--- src/rtl/opsc_cfg.svh ---
// Purpose: register offsets, field positions and reset values for the output pop suppression block
// Assumes: 16-bit register words, 8-bit register address
// Notes:   included by the design modules
//
// Operation
// - power management one bit 2 turns the buffered midrail reference on or off
// - midrail connects only to a disabled output with buffer and hold enabled
// - output control bits 13, 12, 10 enable midrail hold per output
// - output control bit 1 picks speaker hold resistance, 20k or 1k4
// - output control bit 0 picks line hold resistance, 20k or 1k1
// - output control bits 7, 6, 4 discharge outputs to ground via 550 ohms
`ifndef OPSC_CFG_SVH
`define OPSC_CFG_SVH

`define OPSC_ADDR_W           8
`define OPSC_DATA_W           16
`define OPSC_PWR_MGMT_ONE     8'h02
`define OPSC_OUTPUT_CTRL      8'h2a

`define OPSC_BIT_BUF_EN       2
`define OPSC_BIT_SPKN_HOLD    13
`define OPSC_BIT_SPKP_HOLD    12
`define OPSC_BIT_LINE_HOLD    10
`define OPSC_BIT_SPEAKER_NEG_DISCHARGE   7
`define OPSC_BIT_SPEAKER_POS_DISCHARGE   6
`define OPSC_BIT_LINE_OUT_DISCHARGE   4
`define OPSC_BIT_SPK_RSEL     1
`define OPSC_BIT_LINE_RSEL    0

`define OPSC_PWR_MASK         16'h0004
`define OPSC_OUT_MASK         16'h34d3
`define OPSC_RESET_VAL        16'h0000

`endif

--- src/rtl/opsc_pkg.sv ---
// Purpose: types for the output pop suppression block
// Assumes: opsc_cfg.svh supplies the constants
// Notes:   output index order is speaker negative, speaker positive, line
package opsc_pkg;
  localparam int NUM_OUT = 3;

  typedef struct packed {
    logic [NUM_OUT-1:0] hold_en;
    logic [NUM_OUT-1:0] disch;
    logic               spk_rsel;
    logic               line_rsel;
    logic               buf_en;
  } opsc_ctrl_s;

  typedef struct packed {
    logic [NUM_OUT-1:0] mid_conn;
    logic [NUM_OUT-1:0] disch_on;
    logic [NUM_OUT-1:0] low_res;
    logic               buf_on;
  } opsc_sw_s;
endpackage

--- src/rtl/opsc_switch.sv ---
// Purpose: per-output analogue switch decode
// Assumes: controls and stage enables synchronous to the clock
// Notes:   all outputs registered
`timescale 1ns/100ps
`include "opsc_cfg.svh"
module opsc_switch
  import opsc_pkg::*;
#(
  parameter int N = NUM_OUT
) (
  input  wire logic       clk,
  input  wire logic       rst,
  input  wire opsc_ctrl_s ctrl,
  input  wire logic [N-1:0] stage_en,
  output opsc_sw_s        sw_q
);
  opsc_sw_s sw_d;

  always_comb begin
    sw_d        = '0;
    sw_d.buf_on = ctrl.buf_en;
    sw_d.low_res = {ctrl.line_rsel, ctrl.spk_rsel, ctrl.spk_rsel};
  end

  genvar g;
  for (g = 0; g < N; g++) begin : g_out
    always_ff @(posedge clk) begin
      if (rst) begin
        sw_q.mid_conn[g] <= 1'b0;
        sw_q.disch_on[g] <= 1'b0;
      end else begin
        sw_q.disch_on[g] <= ctrl.disch[g];
        // discharge wins over hold
        sw_q.mid_conn[g] <= ~stage_en[g] & ctrl.buf_en & ctrl.hold_en[g]
                            & ~ctrl.disch[g];
      end
    end
  end

  always_ff @(posedge clk) begin
    if (rst) begin
      sw_q.low_res <= '0;
      sw_q.buf_on  <= 1'b0;
    end else begin
      sw_q.low_res <= sw_d.low_res;
      sw_q.buf_on  <= sw_d.buf_on;
    end
  end

  a_mid_needs_all: assert property (@(posedge clk) disable iff (rst)
    $rose(sw_q.mid_conn[0]) |-> $past(~stage_en[0] & ctrl.buf_en & ctrl.hold_en[0]))
    else $error("midrail connected without its conditions");
  a_disch_blocks_mid: assert property (@(posedge clk) disable iff (rst)
    $past(ctrl.disch[1]) |-> !sw_q.mid_conn[1] && sw_q.disch_on[1])
    else $error("midrail connected while discharging");
  a_line_out_discharge: assert property (@(posedge clk) disable iff (rst)
    sw_q.disch_on[2] == $past(ctrl.disch[2]))
    else $error("line discharge does not follow control");
endmodule

--- src/rtl/opsc_top.sv ---
// Purpose: register bank and switch control for output pop suppression
// Assumes: simple synchronous register port, write strobe and read strobe
// Notes:   read data valid the cycle after the read strobe
`timescale 1ns/100ps
`include "opsc_cfg.svh"
module opsc_top
  import opsc_pkg::*;
(
  input  wire logic                     REF_CLK,
  input  wire logic                     RESET,
  input  wire logic [`OPSC_ADDR_W-1:0]  REG_ADDR,
  input  wire logic [`OPSC_DATA_W-1:0]  REG_WDATA,
  input  wire logic                     REG_WR,
  input  wire logic                     REG_RD,
  input  wire logic                     SPEAKER_NEG_STAGE_EN,
  input  wire logic                     SPEAKER_POS_STAGE_EN,
  input  wire logic                     LINE_OUTPUT_STAGE_EN,
  output logic [`OPSC_DATA_W-1:0]       REG_RDATA,
  output logic                          MIDRAIL_BUFFER_ON,
  output logic                          SPEAKER_NEG_MID_CONN,
  output logic                          SPEAKER_POS_MID_CONN,
  output logic                          LINE_OUTPUT_MID_CONN,
  output logic                          SPEAKER_NEG_DISCH_ON,
  output logic                          SPEAKER_POS_DISCH_ON,
  output logic                          LINE_OUTPUT_DISCH_ON,
  output logic                          SPEAKER_LOW_RES,
  output logic                          LINE_LOW_RES
);

  ////////////////////////////////////////////////////////////////////////
  logic [`OPSC_DATA_W-1:0] pwr_q;
  logic [`OPSC_DATA_W-1:0] out_q;
  logic [`OPSC_DATA_W-1:0] rdata_d;
  opsc_ctrl_s              ctrl;
  opsc_sw_s                sw_q;

  always_ff @(posedge REF_CLK) begin
    if (RESET) begin
      pwr_q <= `OPSC_RESET_VAL;
    end else if (REG_WR && REG_ADDR == `OPSC_PWR_MGMT_ONE) begin
      pwr_q <= REG_WDATA & `OPSC_PWR_MASK;
    end
  end

  always_ff @(posedge REF_CLK) begin
    if (RESET) begin
      out_q <= `OPSC_RESET_VAL;
    end else if (REG_WR && REG_ADDR == `OPSC_OUTPUT_CTRL) begin
      out_q <= REG_WDATA & `OPSC_OUT_MASK;
    end
  end

  ////////////////////////////////////////////////////////////////////////
  always_comb begin
    case (REG_ADDR)
      `OPSC_PWR_MGMT_ONE: rdata_d = pwr_q;
      `OPSC_OUTPUT_CTRL:  rdata_d = out_q;
      default:            rdata_d = 16'h0000;
    endcase
  end

  always_ff @(posedge REF_CLK) begin
    if (RESET) begin
      REG_RDATA <= 16'h0000;
    end else if (REG_RD) begin
      REG_RDATA <= rdata_d;
    end
  end

  ////////////////////////////////////////////////////////////////////////
  always_comb begin
    ctrl.buf_en    = pwr_q[`OPSC_BIT_BUF_EN];
    ctrl.hold_en   = {out_q[`OPSC_BIT_LINE_HOLD], out_q[`OPSC_BIT_SPKP_HOLD],
                      out_q[`OPSC_BIT_SPKN_HOLD]};
    ctrl.disch     = {out_q[`OPSC_BIT_LINE_OUT_DISCHARGE], out_q[`OPSC_BIT_SPEAKER_POS_DISCHARGE],
                      out_q[`OPSC_BIT_SPEAKER_NEG_DISCHARGE]};
    ctrl.spk_rsel  = out_q[`OPSC_BIT_SPK_RSEL];
    ctrl.line_rsel = out_q[`OPSC_BIT_LINE_RSEL];
  end

  opsc_switch #(
    .N (NUM_OUT)
  ) u_switch (
    .clk      (REF_CLK),
    .rst      (RESET),
    .ctrl     (ctrl),
    .stage_en ({LINE_OUTPUT_STAGE_EN, SPEAKER_POS_STAGE_EN, SPEAKER_NEG_STAGE_EN}),
    .sw_q     (sw_q)
  );

  always_comb begin
    MIDRAIL_BUFFER_ON    = sw_q.buf_on;
    SPEAKER_NEG_MID_CONN = sw_q.mid_conn[0];
    SPEAKER_POS_MID_CONN = sw_q.mid_conn[1];
    LINE_OUTPUT_MID_CONN = sw_q.mid_conn[2];
    SPEAKER_NEG_DISCH_ON = sw_q.disch_on[0];
    SPEAKER_POS_DISCH_ON = sw_q.disch_on[1];
    LINE_OUTPUT_DISCH_ON = sw_q.disch_on[2];
    SPEAKER_LOW_RES      = sw_q.low_res[0];
    LINE_LOW_RES         = sw_q.low_res[2];
  end

  ////////////////////////////////////////////////////////////////////////
  a_buf_follows: assert property (@(posedge REF_CLK) disable iff (RESET)
    REG_WR && REG_ADDR == `OPSC_PWR_MGMT_ONE |-> ##2 MIDRAIL_BUFFER_ON == $past(REG_WDATA[2], 2))
    else $error("buffer enable not applied");
  a_hold_bits: assert property (@(posedge REF_CLK) disable iff (RESET)
    REG_WR && REG_ADDR == `OPSC_OUTPUT_CTRL |=> out_q[13] == $past(REG_WDATA[13])
    && out_q[12] == $past(REG_WDATA[12]) && out_q[10] == $past(REG_WDATA[10]))
    else $error("hold enables not stored");
  a_spk_res: assert property (@(posedge REF_CLK) disable iff (RESET)
    SPEAKER_LOW_RES == $past(out_q[`OPSC_BIT_SPK_RSEL]))
    else $error("speaker resistance select wrong");
  a_line_res: assert property (@(posedge REF_CLK) disable iff (RESET)
    LINE_LOW_RES == $past(out_q[`OPSC_BIT_LINE_RSEL]))
    else $error("line resistance select wrong");
  a_mid_line: assert property (@(posedge REF_CLK) disable iff (RESET)
    LINE_OUTPUT_MID_CONN |-> $past(pwr_q[2] && out_q[10] && !out_q[4] && !LINE_OUTPUT_STAGE_EN))
    else $error("line midrail connection without cause");
  a_disch_prec: assert property (@(posedge REF_CLK) disable iff (RESET)
    $past(out_q[7]) |-> SPEAKER_NEG_DISCH_ON && !SPEAKER_NEG_MID_CONN)
    else $error("discharge lost precedence");
  a_readback: assert property (@(posedge REF_CLK) disable iff (RESET)
    REG_RD && REG_ADDR == `OPSC_OUTPUT_CTRL && !REG_WR |=> REG_RDATA == out_q)
    else $error("output control readback wrong");
  a_reset_clear: assert property (@(posedge REF_CLK)
    $past(RESET) |-> pwr_q == 16'h0000 && out_q == 16'h0000)
    else $error("registers not cleared by reset");
  c_mid_line: cover property (@(posedge REF_CLK) disable iff (RESET) LINE_OUTPUT_MID_CONN);
  c_disch_spk: cover property (@(posedge REF_CLK) disable iff (RESET) SPEAKER_POS_DISCH_ON);
  c_both_req: cover property (@(posedge REF_CLK) disable iff (RESET)
    out_q[13] && out_q[7] && pwr_q[2]);
endmodule

--- config.mk ---
export PLATFORM = sky130hd
export DESIGN_NAME = opsc_top
export DESIGN_NICKNAME = d
export VERILOG_FILES = /design/src/rtl/opsc_pkg.sv /design/src/rtl/opsc_switch.sv /design/src/rtl/opsc_top.sv
export VERILOG_INCLUDE_DIRS = /design/src /design/src/rtl
export SDC_FILE = /design/constraint.sdc
export NUM_CORES = 1
export LEC_CHECK = 0
export BUFFER_PORTS_ARGS = -buffer_cell sky130_fd_sc_hd__buf_2
export CAP_MARGIN = 0
export CORE_MARGIN = 8
export CORE_UTILIZATION = 44
export CTS_CLUSTER_SIZE = 16
export DETAILED_ROUTE_END_ITERATION = 6
export PLACE_DENSITY = 0.78
export SKIP_CTS_REPAIR_TIMING = 1
export SLEW_MARGIN = 20
export SYNTH_ARGS = -nofsm -noshare
export SYNTH_HDL_FRONTEND = slang
export SYNTH_SLANG_ARGS = --single-unit
--- constraint.sdc ---
create_clock -name REF_CLK -period 1.5 [get_ports REF_CLK]
set_input_delay 0.3 -clock REF_CLK [delete_from_list [all_inputs] [get_ports REF_CLK]]
set_output_delay 0.3 -clock REF_CLK [all_outputs]
set_load 0.01 [all_outputs]
# Word-level counts from Yosys, hierarchy flattened
# Index checks and enable logic that the tools add are counted.
# word_totals
register_bits	35
inputBits	31
output_inout_bits	25
word_cells	31
# op_classes
n_eq_ne	2
n_mux	1
n_bitwise	15
n_reduce_logical	2
# op_table
op	count
$pmux 14 s2	1
$and 1x1->1	9
$eq 8x2->1 const B	1
$eq 8x6->1 const B	1
$not 1->1	6
$logic_and 1x1->1	2

# Longest topological paths before layout
# depth
ltp_word	4
depth_mapped	5
depth_no_buf	3

# By module
# Synthesis repeated with hierarchy kept, for this count alone.
# unflattened
hier_cells	113
area_unflattened_um2	1179.9
# modules_own_cells
mod	instances	cells_each	area_each_um2	seq_area_each_um2
opsc_top	1	93	884.6	360.3
opsc_switch	1	20	295.3	180.2

# Least setup slack after synthesis
# No wires, ideal clock.
# synth_path
kind	input to register
startpoint	input REG_ADDR[0]
endpoint	register out_q[0]
setup_time_ns	0.121
t_arrival_ns	1.259
required_time_ns	1.379
path_slack_ns	0.120
stages	5
path_buffers	2
cell_sequence	and4b_1 -> buf_6 -> and3_4 -> buf_6 -> mux2_4
# synth_via
elab_chain_len	2
# synth_rtl
element	line	text
from (decl)	opsc_top.sv:11	input wire logic [`OPSC_ADDR_W-1:0] REG_ADDR,
$eq 8x6->1	--	
$logic_and 1x1->1 (no line)	--	
to (signal assigned)	opsc_top.sv:47	out_q <= `OPSC_RESET_VAL;
to (signal assigned)	opsc_top.sv:49	out_q <= REG_WDATA & `OPSC_OUT_MASK;
to (decl)	opsc_top.sv:32	logic [`OPSC_DATA_W-1:0] out_q;
# No other way between the ends.
# A chain may end at the register's enable or synchronous reset.

# Worst setup path after layout
# layout_path
startpoint	input REG_ADDR[4]
endpoint	register out_q[6]
# The elaborated chain is that of the path after synthesis.

==> results_dict.tcl <==
set metrics [dict create \
    setup_repair_after_global_routing_missed_its_margin "false" \
    remaining_routing_drc_violations 0 \
    rows 18 \
    synth_area_per_cell_um2 10.44 \
    numPortBuffers 41 \
    grt_start_max_net_pins 28 \
    post_synth_instance_area_um2 1096 \
    grtUsageTotal_pct 11.02 \
    crit_required_ns 1.73 \
    place_inst 171 \
    yosys_register_bits 27 \
    holdCritPathClass "primary input to flip-flop" \
    ys.warnings.count 0 \
    top_level_ports 56 \
    first_global_vias 871 \
    tritoncts "done" \
    vias 842 \
    grt_antenna_before_repair 0 \
    setup_violating_endpoint_count_in_the_final_report 0 \
    synth_simple_gate_area_share_pct 26.71 \
    timing.critical_path.fanout_max 8 \
    post_synth_num_cell_types 18 \
    clkPwrFrac_pct 28.2 \
    drt_iter0_markers 18 \
    timing.reg2reg.worst_path_depth 2 \
    ir_worst_vdd_mv 0.5455 \
    post_dp_cell_area_um2 1289 \
    first_pass_iters 4 \
    wl_per_cell_um 13.58 \
    crit_path_end_kind "flip-flop" \
    switchingPower_mw 0.2479 \
    share_of_the_synthesized_area_in_compound_gates_ao_oa_aoi_oai_pct 4.110 \
    path_delay_family "simple AND/OR/NAND/NOR gates" \
    crit_path_max_cell_delay_ns 0.36 \
    path_buf_inv 1 \
    final_design_area_no_fill_um2 1315 \
    report.final.slew_viol_count 0 \
    cts_inserted_buffers 3 \
    finalCritPeriodShare_pct 80.97 \
    area.growth.synth_to_final_pct 19.98 \
    antenna_cells_inserted 0 \
    place_hpwl_um 1814 \
    routed_wl_um 2376 \
    stdcell_count 175 \
    outcome "finished clean" \
    grt_overflow_total 0 \
    hold_violations 0 \
    final_layout_size_suffix_gt1_share_pct 36.55 \
    critical-path-slowest-cell "sky130_fd_sc_hd__nor4_1" \
    max_freq_mhz 823.4 \
    fin_skew_ns 0.007733 \
    muxShareOfSynthArea_pct 10.50 \
    coreArea_um2 2410 \
    clock-root-buffer "sky130_fd_sc_hd__clkbuf_4" \
    grt_first_pass_wirelength_um 3795 \
    yosysSeqAreaShare_pct 49.32 \
    clk_latency_ns 0.33 \
    die_w_um 65.91 \
    critical_path_cell_count 4 \
    dp_slack_ns -0.04329 \
    timing.critical_path.cells "buf_2 -> nor4_1 -> and3_4 -> mux2_4" \
    die_h_um 65.91 \
    startpoint_type "primary input" \
    synth-adder-area-share_pct 0 \
    worst_setup_hold_path_clk_slew_ns 0.14 \
    power.leakage_nw 0.5899 \
    starting_density_of_the_core_pct 45.48 \
    setup_ws_ns 0.2855 \
    die_area_um2 4344 \
    regToRegSetupSlack_ns 0.61 \
    finish.net_count 177 \
    clock-sinks 27 \
    worstHoldPathCells 2 \
    detail-route-antenna-nets 0 \
    cellInternalPower_mw 0.8586 \
    arrival_ns 1.44 \
    seq_power_share_pct 64.9 \
    max_cap_violations 0 \
    post_drt_via_cell_ratio 4.811 \
    finalWeightedCongestion 0.7044 \
    synth_xor_area_share_pct 0 \
    netSwitchingFraction_pct 22.40 \
    synth_cells 105 \
    power_density_nw_per_um2 841.5 \
    holdWs_ns 0.1094 \
    worst_setup_path_class "primary input to flip-flop" \
    period_minus_slack_ns 1.215 \
    main_combinational_cell_family_by_area_after_synthesis "simple AND/OR/NAND/NOR gates" \
    p_comb_share_pct 7.0 \
    cts-root-to-sink-buffers 2 \
    cts.htree.levels 1 \
]
==> cell usage after synthesis <==
master | number | area (um^2)
sky130_fd_sc_hd__a21oi_1 | 9 | 45.04
sky130_fd_sc_hd__and3_4 | 1 | 11.26
sky130_fd_sc_hd__and4b_1 | 1 | 10.01
sky130_fd_sc_hd__buf_2 | 1 | 5.000
sky130_fd_sc_hd__buf_4 | 7 | 52.55
sky130_fd_sc_hd__buf_6 | 2 | 22.52
sky130_fd_sc_hd__clkbuf_1 | 4 | 15.01
sky130_fd_sc_hd__conb_1 | 1 | 3.750
sky130_fd_sc_hd__dfxtp_1 | 27 | 540.5
sky130_fd_sc_hd__inv_1 | 1 | 3.750
sky130_fd_sc_hd__mux2_4 | 5 | 75.07
sky130_fd_sc_hd__mux2i_1 | 4 | 40.04
sky130_fd_sc_hd__nand2b_1 | 17 | 106.4
sky130_fd_sc_hd__nand3_1 | 1 | 5.000
sky130_fd_sc_hd__nand4_1 | 9 | 56.30
sky130_fd_sc_hd__nor2b_1 | 10 | 62.56
sky130_fd_sc_hd__nor4_1 | 1 | 6.260
sky130_fd_sc_hd__nor4b_1 | 4 | 35.03
==> path summary, 6_finish.rpt <==
kind                                          to                  from
worst max register to register          out_q[6]              out_q[6]
worst max-delay path                    out_q[6]           REG_ADDR[4]
worst min register to register  u_switch.sw_q[7]              out_q[7]
worst min-delay path            u_switch.sw_q[8]  SPEAKER_POS_STAGE_EN
==> state kept, by name, indices dropped and copies added, names as in the netlist <==
register and cells:
out_q 8, REG_RDATA 9, u_switch.sw_q 9, pwr_q 1
==> layout by cell type, fill, tap and decap left out, types with 4 or more instances in the layout <==
master	instances
sky130_fd_sc_hd__buf_2	41
sky130_fd_sc_hd__dfxtp_1	27
sky130_fd_sc_hd__nand2b_1	17
sky130_fd_sc_hd__nor2b_1	10
sky130_fd_sc_hd__nand4_1	9
sky130_fd_sc_hd__a21oi_1	9
sky130_fd_sc_hd__conb_1	7
sky130_fd_sc_hd__mux2_4	5
sky130_fd_sc_hd__nor4b_1	4
sky130_fd_sc_hd__mux2i_1	4
==> layer usage <==
layer / global-route usage, % / vias to the layer above / part of all wire [%]
li1: - / 427 / -
met2: 18.64 / 30 / 51
met4: 6.540 / 0 / 1.8
met5: 0 / - / 0
met1: 11.78 / 380 / 39
met3: 3.390 / 5 / 7.7
==> power groups by stage <==
stage,clock [mW],combinational (mW),sequential [mW]
after floorplan,0,0.0539,0.734
after global placement,0,0.0726,0.734
after detailed placement,0,0.0764,0.734
after CTS,0.316,0.0760,0.718
after global routing,0.348,0.0837,0.718
final,0.312,0.0770,0.718
==> through the flow <==
step           setup TNS, ns  util, %  power [mW]
3_3_place_gp         -0.1471    53.48      0.8061
6_report                   0    54.57       1.107
2_1_floorplan              0        -      0.7874
5_1_grt                    0    54.57       1.150
3_5_place_dp         -0.1872    53.48      0.8099
4_1_cts                    0    54.57       1.110
==> cells by family after synthesis <==
kind of cell           count (synthesis)
flip-flops                            27
buffers and inverters                 15
AND/OR/NAND/NOR                       44
AO/OA/AOI/OAI                          9
other                                  1
multiplexers                           9
==> cell type report <==
class | instances | area (um^2)
Inverter | 1 | 3.754
Sequential cell | 27 | 540.5
Tap cell | 30 | 37.54
Timing Repair Buffer | 44 | 227.7
Multi-Input combinational cell | 69 | 479.2
Fill cell | 213 | 1095
Clock buffer | 4 | 26.28
Note: power is estimated with default switching activity, not from simulation.
